File: src/hdl/xid_regs.vh
`ifndef XID_REGS_VH
`define XID_REGS_VH

// ----------------------------------------------------------------
// instruction word fields
// ----------------------------------------------------------------
`define XID_IW_W 14
`define XID_LIT_OP_HI 13
`define XID_LIT_OP_LO 8
`define XID_LIT_OP 6'h3a
`define XID_FILE_OP_HI 13
`define XID_FILE_OP_LO 8
`define XID_FILE_OP 6'h06
`define XID_DEST_BIT 7
`define XID_ADDR_HI 6
`define XID_ADDR_LO 0
`define XID_LIT_HI 7
`define XID_LIT_LO 0

// ----------------------------------------------------------------
// reset values
// ----------------------------------------------------------------
`define XID_ACC_RST 8'h00
`define XID_ZERO_RST 1'b0
`define XID_BYTE_ZERO 8'h00
`define XID_ADDR_RST 7'h00
`define XID_PULSE_OFF 1'b0
`define XID_PULSE_ON 1'b1

`endif

File: src/hdl/xid_xor_unit.v
`timescale 1ns/1ns
`include "xid_regs.vh"
module xid_xor_unit
(
  a,
  b,
  result,
  is_zero
);
  input wire [7:0] a;
  input wire [7:0] b;
  output wire [7:0] result;
  output wire is_zero;

  assign result = a ^ b;
  assign is_zero = (result == `XID_BYTE_ZERO);
endmodule

File: src/hdl/xid_xor_datapath.v
`timescale 1ns/1ns
`include "xid_regs.vh"
module xid_xor_datapath
(
  ref_clk,
  rst,
  instr_valid,
  instr_word,
  file_rd_data,
  file_rd_addr,
  acc_r,
  zero_r,
  zero_we_r,
  file_we_r,
  file_wr_addr_r,
  file_wr_data_r,
  done_r
);
  input wire ref_clk;
  input wire rst;
  input wire instr_valid;
  input wire [13:0] instr_word;
  input wire [7:0] file_rd_data;
  output wire [6:0] file_rd_addr;
  output reg [7:0] acc_r;
  output reg zero_r;
  output reg zero_we_r;
  output reg file_we_r;
  output reg [6:0] file_wr_addr_r;
  output reg [7:0] file_wr_data_r;
  output reg done_r;

  // ----------------------------------------------------------------
  // operation classes, one-hot
  // ----------------------------------------------------------------
  // idle covers empty slots and every other opcode of the core
  localparam [2:0] OP_IDLE = 3'h1;
  localparam [2:0] OP_LIT = 3'h2;
  localparam [2:0] OP_FILE = 3'h4;

  // ----------------------------------------------------------------
  // instruction field helpers
  // ----------------------------------------------------------------
  // both xor forms keep their opcode in the same top bits
  function is_op;
    input [13:0] iw;
    input [5:0] op;
    begin
      is_op = (iw[`XID_LIT_OP_HI:`XID_LIT_OP_LO] == op);
    end
  endfunction

  function [2:0] op_class;
    input valid;
    input [13:0] iw;
    begin
      if (!valid)
        op_class = OP_IDLE;
      else if (is_op(iw, `XID_LIT_OP))
        op_class = OP_LIT;
      else if (is_op(iw, `XID_FILE_OP))
        op_class = OP_FILE;
      else
        op_class = OP_IDLE;
    end
  endfunction

  function [6:0] addr_field;
    input [13:0] iw;
    begin
      addr_field = iw[`XID_ADDR_HI:`XID_ADDR_LO];
    end
  endfunction

  function [7:0] lit_field;
    input [13:0] iw;
    begin
      lit_field = iw[`XID_LIT_HI:`XID_LIT_LO];
    end
  endfunction

  function dest_field;
    input [13:0] iw;
    begin
      dest_field = iw[`XID_DEST_BIT];
    end
  endfunction

  // ----------------------------------------------------------------
  // signals
  // ----------------------------------------------------------------
  wire [2:0] op_kind;
  wire xor_literal_to_acc;
  wire xor_acc_with_file;
  wire dest_file;
  wire file_wr_hit;
  wire [7:0] operand;
  wire [7:0] result;
  wire result_zero;
  reg [7:0] acc_nxt;
  reg zero_nxt;
  reg zero_we_nxt;
  reg file_we_nxt;
  reg [6:0] file_wr_addr_nxt;
  reg [7:0] file_wr_data_nxt;
  reg done_nxt;

  // ----------------------------------------------------------------
  // decode
  // ----------------------------------------------------------------
  // a word without its valid strobe is idle even if it decodes
  assign op_kind = op_class(instr_valid, instr_word);
  assign xor_literal_to_acc = (op_kind == OP_LIT);
  assign xor_acc_with_file = (op_kind == OP_FILE);
  assign dest_file = dest_field(instr_word);
  assign file_wr_hit = xor_acc_with_file && dest_file;
  // read address is combinational so the file data arrives same cycle
  assign file_rd_addr = addr_field(instr_word);
  // pick literal or file byte as second operand
  assign operand = xor_literal_to_acc ?
                   lit_field(instr_word) :
                   file_rd_data;

  // ----------------------------------------------------------------
  // xor unit
  // ----------------------------------------------------------------
  xid_xor_unit u_xor
  (
    .a(acc_r),
    .b(operand),
    .result(result),
    .is_zero(result_zero)
  );

  // ----------------------------------------------------------------
  // next values, one instruction per cycle
  // ----------------------------------------------------------------
  // write-back is registered: the decoder must forward a file byte
  // that the previous cycle wrote, this block does not
  always @*
  begin
    acc_nxt = acc_r;
    zero_nxt = zero_r;
    zero_we_nxt = `XID_PULSE_OFF;
    file_we_nxt = `XID_PULSE_OFF;
    file_wr_addr_nxt = file_wr_addr_r;
    file_wr_data_nxt = file_wr_data_r;
    done_nxt = `XID_PULSE_OFF;
    case (op_kind)
      OP_LIT:
      begin
        // no file strobe here, the literal form writes only the acc and the zero flag
        acc_nxt = result;
        zero_nxt = result_zero;
        zero_we_nxt = `XID_PULSE_ON;
        done_nxt = `XID_PULSE_ON;
      end
      OP_FILE:
      begin
        if (file_wr_hit)
        begin
          // accumulator kept as is
          file_we_nxt = `XID_PULSE_ON;
          file_wr_addr_nxt = file_rd_addr;
          file_wr_data_nxt = result;
        end
        else
        begin
          acc_nxt = result;
        end
        // zero flag follows the result whichever way it went
        zero_nxt = result_zero;
        zero_we_nxt = `XID_PULSE_ON;
        done_nxt = `XID_PULSE_ON;
      end
      OP_IDLE:
      begin
        // nothing moves; the zero flag keeps its last value
        acc_nxt = acc_r;
      end
      default:
      begin
        acc_nxt = acc_r;
      end
    endcase
  end

  // ----------------------------------------------------------------
  // state registers
  // ----------------------------------------------------------------
  always @(posedge ref_clk or posedge rst)
  begin
    if (rst)
    begin
      acc_r <= `XID_ACC_RST;
      zero_r <= `XID_ZERO_RST;
      zero_we_r <= `XID_PULSE_OFF;
      file_we_r <= `XID_PULSE_OFF;
      file_wr_addr_r <= `XID_ADDR_RST;
      file_wr_data_r <= `XID_BYTE_ZERO;
      done_r <= `XID_PULSE_OFF;
    end
    else
    begin
      acc_r <= acc_nxt;
      zero_r <= zero_nxt;
      zero_we_r <= zero_we_nxt;
      file_we_r <= file_we_nxt;
      file_wr_addr_r <= file_wr_addr_nxt;
      file_wr_data_r <= file_wr_data_nxt;
      done_r <= done_nxt;
    end
  end
endmodule

File: config.mk
export PLATFORM = sky130hd
export DESIGN_NAME = xid_xor_datapath
export DESIGN_NICKNAME = d
export VERILOG_FILES = /design/src/hdl/xid_xor_unit.v /design/src/hdl/xid_xor_datapath.v
export VERILOG_INCLUDE_DIRS = /design/src /design/src/hdl
export SDC_FILE = /design/constraint.sdc
export NUM_CORES = 1
export LEC_CHECK = 0
export BUFFER_PORTS_ARGS = -buffer_cell sky130_fd_sc_hd__buf_2
export CORE_MARGIN = 3
export CORE_UTILIZATION = 53
export DETAILED_ROUTE_END_ITERATION = 10
export PLACE_DENSITY = 0.88
export SLEW_MARGIN = 30
export SYNTH_ARGS = -nofsm -noshare
export SYNTH_HDL_FRONTEND = slang
export SYNTH_SLANG_ARGS = --single-unit
File: constraint.sdc
create_clock -name ref_clk -period 4.85 [get_ports ref_clk]
set_input_delay 0.97 -clock ref_clk [delete_from_list [all_inputs] [get_ports ref_clk]]
set_output_delay 0.97 -clock ref_clk [all_outputs]
set_load 0.005 [all_outputs]
==> results by group, run 1 <==
Clock network
  – CTS tree: done
  – Number of setup buffers added after CTS: 0
  – CTS max path bufs: 2
  – Clk_lat worst skew: 330 ps
  – Clock transition at path regs: 150 ps
  – Number of buffers created by CTS: 3
  – Sink Count: 26
  – H-tree levels: 1
  – Post-cts sizing count: 0
  – Clk Tree Root Cell: clkbuf_4
  – Hold-fix buffers, CTS: 0

Synthesis
  – Post-synth EDFFs: 0
  – Synthesized Nets: 182
  – Post-synth top area share: 41.17%
  – Synth Cell Area: 1580 sq um
  – Top cells by count, synth: 26 x dfrtp_1, 25 x nand2_1, 19 x nor2b_1
  – Mapped Cells: 157
  – Mean cell area of the mapped netlist: 10.07 sq um
  – Syn. warnings: 0
  – #FFs+latches synth: 26
  – Count leader, synth: dfrtp_1
  – Primary FF master, synth: dfrtp_1
  – Area contributors post-synth: dfrtp_1 41%, mux2_2 7.8%, nor2b_1 7.5%
  – Post-synth cell types: 32
  – Register area share after synthesis: 41.17%
  – Area leader, netlist: dfrtp_1
  – Async S/R FF share, synth: 100.0%

Layout
  – Area of the multi-input gates: 828.3 sq um
  – Design Area, Final: 1856 sq um
  – Area Overhead vs Synth: 17.42%
  – Fillers: 257
  – Final-stage net count: 233
  – Layout cells sized above 1: 41.06%
  – Register area: 650.6 sq um
  – Number of diodes: 0

Power and ir drop
  – Leakage: 1.046 nW
  – Internal power: 0.3468 mW
  – Peak supply drop: 0.1500 mV
  – Sequential share of power: 53.2%
  – Gate power share: 24.0%
  – Clock power share: 22.8%
  – Cell area power density: 264.9 nW/um^2
  – Sw Pwr: 0.1447 mW
  – Sw Share: 29.44%

Floorplan
  – Die H: 60.61 microns
  – Initial Util: 56.33%
  – I/O Pins: 59
  – # rows: 19
  – Die area: 3673 sq um
  – Chip Width: 60.61 microns
  – Core area: 2805 sq um

Timing
  – Final Hold Vio Count: 0
  – Slew @ Worst Pin: 761.0 ps
  – Peak Freq: 401.1 MHz
  – Clock skew: 12.67 ps
  – RSZ-0062 raised after global routing: no
  – Period utilisation layout: 51.40%
  – Minimum clock period: 2493 ps
  – TNS Setup: 0 ps
  – Final setup vio count: 0
  – Fin. max-slew vios: 0
  – Max-slew headroom: 49.08%
  – Final Hold Slack: 488.5 ps

Global routing
  – Number of global-route vias before repair: 1273
  – Initial antenna violation count: 0
  – Grt ovf: 0
  – Total track usage: 20.70%
  – Largest net degree at the start of global routing: 27
  – First-pass GRT wire length: 5.733 mm

Worst setup path
  – CP Launch Point: instr_word[13]
  – Cell count of the worst reg-to-reg path: 5
  – CP Data Arrival Time: 2730 ps
  – FF-to-FF setup slack: 3050 ps
  – Critical path launch point type: input pin
  – Critical Path Max Stage Delay: 520 ps
  – Critical path fanouts, max: 15
  – Crit-path slowest cell: nand3_1
  – Critical Path RT: 5090 ps
  – Crit. End Element: register
  – Critical R2R Launch: acc_r[4]$_DFFE_PP0P_
  – CP Cell Sequence: buf_2 -> nor4b_1 -> nand3_1 -> inv_1 -> mux2_2
  – Delay-heaviest family, CP: simple AND/OR/NAND/NOR gates
  – Critical path buffers and inverters: 2
  – Crit Path Category: input pin to register
  – Reg2Reg Capture Point: zero_r$_DFFE_PP0P_

Run status
  – Status: finished clean

Placed design
  – HPWL after DPL: 2.637 mm
  – Buffers on Ports: 58
  – Placer Congestion: 0.8469
  – Placed inst area: 1819 sq um

Route
  – Drt total wl: 3.506 mm
  – DRT Pass-1 Iters: 4
  – Vias per inst: 5.622
  – Drt drc: 0
  – Detailed router's first-iteration violation count: 50
  – Post-DR wirelength/cell: 14.73 microns
  – Total number of vias: 1338
  – ANT nets after route: 0

Flow run
  – Max-cap violations: 0

Worst hold path
  – Hold Crit Start: file_wr_data_r[6]$_DFFE_PP0P_
  – Hold Path Class: register to register
  – Cell count of the worst hold path: 2
  – WHS Endpoint: file_wr_data_r[6]$_DFFE_PP0P_
==> worst register-to-register path, delay by kind of cell, from the launching register on <==
family	cells	cell delay, ps
and+or+nand+nor	3	790
AOI/OAI and AO/OA	2	460
DFF	1	450
==> power by group through the flow <==
stage | sequential [mW] | clock [mW] | combinational [mW]
floorplan | 0.265 | 0 | 0.0685
global placement | 0.265 | 0 | 0.115
detailed placement | 0.266 | 0 | 0.119
CTS | 0.261 | 0.115 | 0.119
global route | 0.266 | 0.121 | 0.132
finish | 0.262 | 0.112 | 0.118
==> per-stage QoR <==
stage               utilization [%]  total power, mW  instances  worst slack (ps)
floorplan                         -           0.3335        157              2514
global placement              64.85           0.3796        234              2056
detailed placement            64.85           0.3845        234              1979
CTS                           66.15           0.4953        238              2362
global route                  66.15           0.5186        238              2227
finish                        66.15           0.4915        238              2357
==> sequential cells by signal, summed over array words and instances (netlist names) <==
register / cells
acc_r: 8
zero_r: 1
file_wr_addr_r: 7
file_we_r: 1
done_r: 1
file_wr_data_r: 8
==> worst max path at each step <==
stage	end	cells past startpoint
CTS	file_wr_data_r[5]$_DFFE_PP0P_	5
floorplan	zero_r$_DFFE_PP0P_	6
detailed placement	file_wr_data_r[5]$_DFFE_PP0P_	5
finish	file_wr_data_r[5]$_DFFE_PP0P_	5
global placement	file_wr_data_r[4]$_DFFE_PP0P_	5
global route	file_wr_data_r[3]$_DFFE_PP0P_	5
==> logic make-up after synthesis <==
group	share of synthesized area [%]
AO/OA/AOI/OAI	14.81
XOR/XNOR	4.434
buffers and inverters	6.413
multiplexers	7.839
AND/OR/NAND/NOR	25.33
flip-flops	41.17
==> per-layer routing <==
metal	routed length (microns)	global-route usage (%)
met5	0	0
met4	21	5.882
met1	1534	27.67
met3	219	2.979
met2	1730	34.96
==> cell usage in the layout, fill, tap and decap left out <==
cell type and count:
nand4b_4 1, inv_2 1, clkbuf_8 1, nand2_1 25, o211ai_2 2, mux2_2 11
buf_2 58, a21bo_2 1, and4b_4 1, o22ai_1 3, nor4b_1 4, nor2b_1 19
nor2_1 1, inv_1 2, a21o_1 2, o41ai_2 1, a21oi_1 8, xor2_1 8
or4_4 1, nand2b_1 7, clkbuf_4 3, or3_1 1, nand3b_4 1, a22oi_1 3
o21ai_0 5, nand3_1 1, a21boi_2 1, o211ai_1 2, and3_1 2, and3b_4 1
a211oi_1 3, dfrtp_1 26, o22ai_2 1
==> cell type report <==
class | count | area share (%)
multi-input combinational | 116 | 44.64
tap | 31 | 2.090
timing repair buffer | 58 | 15.64
clock buffer | 4 | 1.955
inverter | 3 | 0.6069
sequential | 26 | 35.06
Power figures use the tool's default switching activity.
==> inputs of run 2 (changes only) <==
--- a/config.mk
+++ b/config.mk
@@ -6,11 +6,12 @@
 export SDC_FILE = /design/constraint.sdc
 export NUM_CORES = 1
 export LEC_CHECK = 0
+export ABC_AREA = 1
 export BUFFER_PORTS_ARGS = -buffer_cell sky130_fd_sc_hd__buf_2
 export CORE_MARGIN = 3
-export CORE_UTILIZATION = 53
+export CORE_UTILIZATION = 47
 export DETAILED_ROUTE_END_ITERATION = 10
-export PLACE_DENSITY = 0.88
+export PLACE_DENSITY = 0.81
 export SLEW_MARGIN = 30
 export SYNTH_ARGS = -nofsm -noshare
 export SYNTH_HDL_FRONTEND = slang
==> constraint.sdc (replaced) <==
create_clock -name ref_clk -period 2.3 [get_ports ref_clk]
set_input_delay 0.46 -clock ref_clk [delete_from_list [all_inputs] [get_ports ref_clk]]
set_output_delay 0.46 -clock ref_clk [all_outputs]
set_load 0.005 [all_outputs]
==> run 2 against run 1 <==
Combinational power rose by 150%. Die area rose by 2.6%. Area after synthesis fell by 8.8%. Setup slack got worse by 1600 ps. Non-clock buffer count rose by 2. Global-route usage fell by 1.9 points. Clock power rose by 110%. Core utilization fell by 5.2 points. First-iteration DRC count fell by 38%. Critical endpoint is now file_wr_data_r[2]$_DFFE_PP0P_. Largest cell class is now flip-flops and latches.
==> results by group, run 2 <==
Power and ir drop
  – Peak supply drop: 0.4853 mV
  – Leakage: 1.057 nW
  – Sw Share: 31.85%
  – Cell area power density: 638.6 nW/um^2
  – Internal power: 0.7509 mW
  – Gate power share: 26.7%
  – Clock power share: 21.4%
  – Sw Pwr: 0.3510 mW
  – Sequential share of power: 51.9%

Floorplan
  – I/O Pins: 59
  – Initial Util: 50.95%
  – Die area: 3768 sq um
  – Chip Width: 61.38 microns
  – Die H: 61.38 microns
  – # rows: 19
  – Core area: 2829 sq um

Clock network
  – Clk_lat worst skew: 330 ps
  – Hold-fix buffers, CTS: 0
  – Number of buffers created by CTS: 3
  – Post-cts sizing count: 0
  – Sink Count: 26
  – Clock transition at path regs: 140 ps
  – H-tree levels: 1
  – CTS max path bufs: 2
  – Clk Tree Root Cell: clkbuf_4
  – CTS tree: done
  – Number of setup buffers added after CTS: 0

Route
  – Vias per inst: 4.846
  – Total number of vias: 1289
  – Post-DR wirelength/cell: 11.64 microns
  – ANT nets after route: 0
  – DRT Pass-1 Iters: 4
  – Drt drc: 0
  – Detailed router's first-iteration violation count: 31
  – Drt total wl: 3.097 mm

Synthesis
  – #FFs+latches synth: 26
  – Area leader, netlist: dfrtp_1
  – Async S/R FF share, synth: 100.0%
  – Count leader, synth: nand2_1
  – Post-synth cell types: 20
  – Top cells by count, synth: 48 x nand2_1, 28 x inv_1, 26 x dfrtp_1
  – Largest family of logic cells by synthesized area: simple AND/OR/NAND/NOR gates
  – Post-synth top area share: 45.14%
  – Synth Area in Compound Gates: 9.115%
  – Synthesized Nets: 210
  – Mapped Cells: 185
  – Primary FF master, synth: dfrtp_1
  – Post-synth EDFFs: 0
  – Register area share after synthesis: 45.14%
  – Multiplexer share of the synthesized area: 0%
  – Post-synthesis simple-gate area fraction: 31.51%
  – Mean cell area of the mapped netlist: 7.791 sq um
  – Post-Synth Adder-Cell Area: 0%
  – Synth Cell Area: 1441 sq um
  – Area contributors post-synth: dfrtp_1 45%, nand2_1 13%, inv_1 7.3%
  – XOR/XNOR Fraction of Synth Area: 0%
  – Syn. warnings: 0

Worst setup path
  – CP Cell Sequence: buf_2 -> inv_1 -> nor2_8 -> nand4_2 -> nor2_1 -> inv_1 -> nand2_1 -> o21ai_0
  – Critical Path Max Stage Delay: 340 ps
  – Crit Path Category: input pin to register
  – CP Data Arrival Time: 1720 ps
  – Critical Path RT: 2500 ps
  – Critical path fanouts, max: 30
  – Crit-path slowest cell: inv_1
  – Crit. End Element: register
  – CP dominant cell by count: inv_1
  – Critical path launch point type: input pin

Placed design
  – Buffers on Ports: 58
  – HPWL after DPL: 2.430 mm
  – Placer Congestion: 0.7943

Global routing
  – First-pass GRT wire length: 5.244 mm
  – Number of global-route vias before repair: 1147
  – Total track usage: 18.82%
  – Largest net degree at the start of global routing: 31
  – Grt ovf: 0
  – Initial antenna violation count: 0

Timing
  – Final setup vio count: 0
  – Max-slew headroom: 50.91%
  – Peak Freq: 658.2 MHz
  – Period utilisation layout: 66.05%
  – Final Hold Slack: 149.0 ps
  – RSZ-0062 raised after global routing: no
  – TNS Setup: 0 ps
  – Minimum clock period: 1519 ps
  – Fin. max-slew vios: 0
  – Clock skew: 2.719 ps
  – Slew @ Worst Pin: 735.5 ps
  – Final Hold Vio Count: 0

Layout
  – Layout cells sized above 1: 33.19%
  – Register area: 650.6 sq um
  – Area Overhead vs Synth: 19.70%
  – Fillers: 260
  – Final-stage net count: 261
  – Commonest cells after routing, fill and taps aside: 58 x buf_2, 48 x nand2_1, 28 x inv_1
  – Area of the multi-input gates: 585.6 sq um
  – Regs by FF count: acc_r x8, file_wr_data_r x8, file_wr_addr_r x7
  – Number of diodes: 0
  – Most common cell after layout, fill and taps aside: buf_2

Worst hold path
  – Hold Path Class: input pin to async pin

Flow run
  – Max-cap violations: 0

Run status
  – Status: finished clean
-- run 2: cell types whose count changed in the layout (fill, tap and decap cells not counted), moves of 4 or more --
cell / delta
mux2_2: -11
inv_1: +26
nand2_2: +5
nand4_1: +8
xor2_1: -8
nor2_1: +12
nand2b_1: -7
o21ai_0: +9
nand2_1: +23
nor4b_1: -4
nor2b_1: -19
nand3_1: +12
-- run 2: cell type report --
type	count	area share [%]
clock buffer	4	2.103
inverter	29	6.309
multi-input combinational	116	33.94
sequential	26	37.71
tap	31	2.248
timing repair buffer	60	17.69
-- run 2: logic make-up (layout without fill, tap and decap cells) --
family / after synthesis / after routing
and+or+nand+nor: 92 / 92
buffers and inverters: 43 / 93
DFF: 26 / 26
AOI/OAI and AO/OA: 24 / 24
-- run 2: through the flow --
stage               power (mW)  setup WS (ps)  cell area, sq um  instances  utilization [%]
global route             1.178          564.8              1725        266            60.99
detailed placement      0.8790          429.5              1689        262            59.71
floorplan               0.7536          837.7              1441        185                -
global placement        0.8683          502.8              1689        262            59.71
finish                   1.102          780.8              1725        266            60.99
CTS                      1.109          781.6              1725        266            60.99
-- run 2: critical path, delay by kind of cell --
family | cells | cell delay (ps)
buf+inv | 3 | 500
simple gates | 4 | 660
compound gates | 1 | 90
-- run 2: power groups by stage --
stage               clock network (mW)  logic, mW  registers, mW
finish                           0.236      0.294          0.572
global route                     0.256      0.340          0.583
CTS                              0.238      0.298          0.573
detailed placement                   0      0.297          0.582
global placement                     0      0.288          0.581
floorplan                            0      0.171          0.582
-- run 2: per-layer routing --
| layer | global-route usage, % | up-vias | part of all wire [%] |
|---|---|---|---|
| met1 | 25.23 | 582 | 46 |
| met3 | 4.403 | 4 | 5.7 |
| met2 | 30.97 | 31 | 48 |
| met4 | 4.545 | 0 | 0.97 |
| li1 | - | 672 | - |
| met5 | 0 | - | 0 |
-- run 2: final timing paths --
path / slack (ps) / end / cells past startpoint / from
setup / recovery: 780 / file_wr_data_r[2]$_DFFE_PP0P_ / 8 / instr_word[9]
hold / removal: 150 / file_wr_addr_r[0]$_DFFE_PP0P_ / 3 / rst
setup reg to reg: 1240 / zero_r$_DFFE_PP0P_ / 7 / acc_r[5]$_DFFE_PP0P_
hold reg to reg: 500 / file_wr_data_r[1]$_DFFE_PP0P_ / 2 / file_wr_data_r[1]$_DFFE_PP0P_
max in group asynchronous: 1910 / done_r$_DFF_PP0_ / 3 / rst
min in group ref_clk: 390 / file_we_r$_DFF_PP0_ / 3 / instr_word[7]
==> inputs of run 3 (changes only) <==
--- a/config.mk
+++ b/config.mk
@@ -6,12 +6,12 @@
 export SDC_FILE = /design/constraint.sdc
 export NUM_CORES = 1
 export LEC_CHECK = 0
-export ABC_AREA = 1
+export ABC_AREA = 0
 export BUFFER_PORTS_ARGS = -buffer_cell sky130_fd_sc_hd__buf_2
 export CORE_MARGIN = 3
-export CORE_UTILIZATION = 47
+export CORE_UTILIZATION = 49
 export DETAILED_ROUTE_END_ITERATION = 10
-export PLACE_DENSITY = 0.81
+export PLACE_DENSITY = 0.83
 export SLEW_MARGIN = 30
 export SYNTH_ARGS = -nofsm -noshare
 export SYNTH_HDL_FRONTEND = slang
==> constraint.sdc (replaced) <==
create_clock -name ref_clk -period 1.5 [get_ports ref_clk]
set_input_delay 0.3 -clock ref_clk [delete_from_list [all_inputs] [get_ports ref_clk]]
set_output_delay 0.3 -clock ref_clk [all_outputs]
set_load 0.005 [all_outputs]
==> run 3 against run 2 <==
The run now ends with setup timing left. Setup slack worse by 940 ps. Sequential share of layout area is 7.4 points lower. Sequential power is 47% higher. Global-route usage is 4.3 points higher. Routed wire length is 36% higher. Register-to-register slack worse by 1400 ps. Final area is 25% higher. Hold slack worse by 150 ps. Clock-buffer cell count is 1 lower. Critical path type is now register to register. Largest cell class is now multi-input gates.
==> results by group, run 3 (synthesis results as in run 1) <==
Run status
  – Status: finished, violations left
  – Failing checks: setup timing

Clock network
  – Clk Tree Root Cell: clkbuf_4
  – CTS max path bufs: 2
  – Number of buffers created by CTS: 3
  – H-tree levels: 1
  – Clock transition at path regs: 140 ps
  – CTS tree: done
  – Sink Count: 26
  – Clk_lat worst skew: 320 ps

Power and ir drop
  – Cell area power density: 778.4 nW/um^2
  – Leakage: 1.221 nW
  – Power consumption: 1.672 mW
  – Peak supply drop: 0.4601 mV

Route
  – Drt total wl: 4.215 mm
  – Drt drc: 0
  – Total number of vias: 1538
  – Post-DR wirelength/cell: 14.84 microns
  – Vias per inst: 5.415
  – ANT nets after route: 0
  – DRT Pass-1 Iters: 4
  – Detailed router's first-iteration violation count: 66

Placed design
  – Buffers on Ports: 58
  – HPWL after DPL: 3.251 mm
  – Placer Congestion: 0.8084

Layout
  – Regs by FF count: acc_r x8, file_wr_data_r x8, file_wr_addr_r x7
  – Commonest cells after routing, fill and taps aside: 58 x buf_2, 35 x buf_4, 26 x dfrtp_1
  – Area Overhead vs Synth: 35.95%
  – Most common cell after layout, fill and taps aside: buf_2
  – Layout cells sized above 1: 50.83%
  – Utilization after layout: 74.07%
  – Final-stage net count: 269
  – Number of diodes: 0
  – Fillers: 216

Worst setup path
  – Critical Path RT: 1730 ps
  – Crit Path Category: register to register
  – Critical path fanouts, max: 5
  – Crit. End Element: register
  – CP Data Arrival Time: 1880 ps
  – Critical path launch point type: register

Floorplan
  – Die area: 3943 sq um
  – I/O Pins: 59
  – # rows: 19
  – Chip Width: 62.79 microns
  – Die H: 62.79 microns
  – Core area: 2900 sq um
  – Initial Util: 54.49%

Timing
  – Minimum clock period: 1658 ps
  – Peak Freq: 603.3 MHz
  – PnR worst setup slack: -157.7 ps
  – Final Hold Vio Count: 0
  – Final Hold Slack: 1.420 ps
  – Clock skew: 8.134 ps
  – Final setup vio count: 1
  – Period utilisation layout: 110.5%
  – RSZ-0062 raised after global routing: yes
  – Fin. max-slew vios: 0
  – Max-slew headroom: 73.51%
  – TNS Setup: -157.7 ps
  – Slew @ Worst Pin: 395.8 ps

Global routing
  – First-pass GRT wire length: 7.383 mm
  – Grt ovf: 0
  – Total track usage: 23.14%
  – Initial antenna violation count: 0
  – Largest net degree at the start of global routing: 27
  – Number of global-route vias before repair: 1662

Flow run
  – Max-cap violations: 0

Worst hold path
  – Hold Path Class: input pin to async pin
run 3: changes by cell type in the layout (fill, tap and decap cells not counted), sizes merged, moves of 9 or more:
| cell | delta |
|---|---|
| nand4 | -9 |
| mux2 | +11 |
| nor2b | +19 |
| nand2 | -28 |
| nand3 | -13 |
| buf | +34 |
| nor2 | -14 |
| inv | -26 |
| o21ai | -11 |
run 3: per-stage QoR:
stage                     cells  setup slack, ps  cell area (sq um)
after global placement      276           -298.6               2078
after CTS                   282           -153.2               2123
after detailed placement    276           -354.0               2078
final                       284           -157.7               2148
after global routing        284           -253.9               2148
after floorplan             157           -144.9               1597
run 3: timing repair:
action	in CTS	in global routing
endpoints found under the setup margin	1	7
gates resized for setup	0	3
pin swaps	2	4
buffers inserted	3	2
hold buffers	0	0
run 3: layout make-up:
type,count,area [sq um],area share (%)
flip-flops and latches,26,650.6,30.29
repair buffers,94,564.3,26.27
well taps,42,52.55,2.446
clock buffers,3,22.52,1.048
multi-input cells,116,847.1,39.43
inverters,3,11.26,0.5242
run 3: power breakdown:
| group | internal [mW] | leakage (nW) | total (mW) | switching [mW] |
|---|---|---|---|---|
| Sequential | 0.773 | 0.353 | 0.839 | 0.0659 |
| Combinational | 0.311 | 0.854 | 0.541 | 0.230 |
| Clock | 0.0941 | 0.0138 | 0.292 | 0.198 |
| Total | 1.18 | 1.22 | 1.67 | 0.494 |
run 3: critical path: stages, from the launching register on:
cell	delay (ps)
dfrtp_1	440
nor2b_1	160
o22ai_2	130
nand2_1	100
or4_4	540
o41ai_2	190
run 3: path summary, 6_finish.rpt:
path,start,to,slack [ps],cells past startpoint
worst min-delay path,rst,file_wr_data_r[0]$_DFFE_PP0P_,1,3
min in group ref_clk,instr_word[6],file_wr_addr_r[6]$_DFFE_PP0P_,260,2
worst max register to register,acc_r[4]$_DFFE_PP0P_,zero_r$_DFFE_PP0P_,-160,5
max in group asynchronous,rst,file_wr_addr_r[4]$_DFFE_PP0P_,1250,3
worst min register to register,file_wr_data_r[6]$_DFFE_PP0P_,file_wr_data_r[6]$_DFFE_PP0P_,500,2
worst max-delay path,acc_r[4]$_DFFE_PP0P_,zero_r$_DFFE_PP0P_,-160,5
run 3: metal layers:
layer / part of all wire [%] / vias up / GRT usage [%] / wire length, microns
met2: 49 / 81 / 39.68 / 2056
li1: - / 714 / - / -
met3: 7.5 / 16 / 4.676 / 317
met4: 3.3 / 0 / 12.67 / 140
met1: 40 / 727 / 26.91 / 1700
met5: 0 / - / 0 / 0
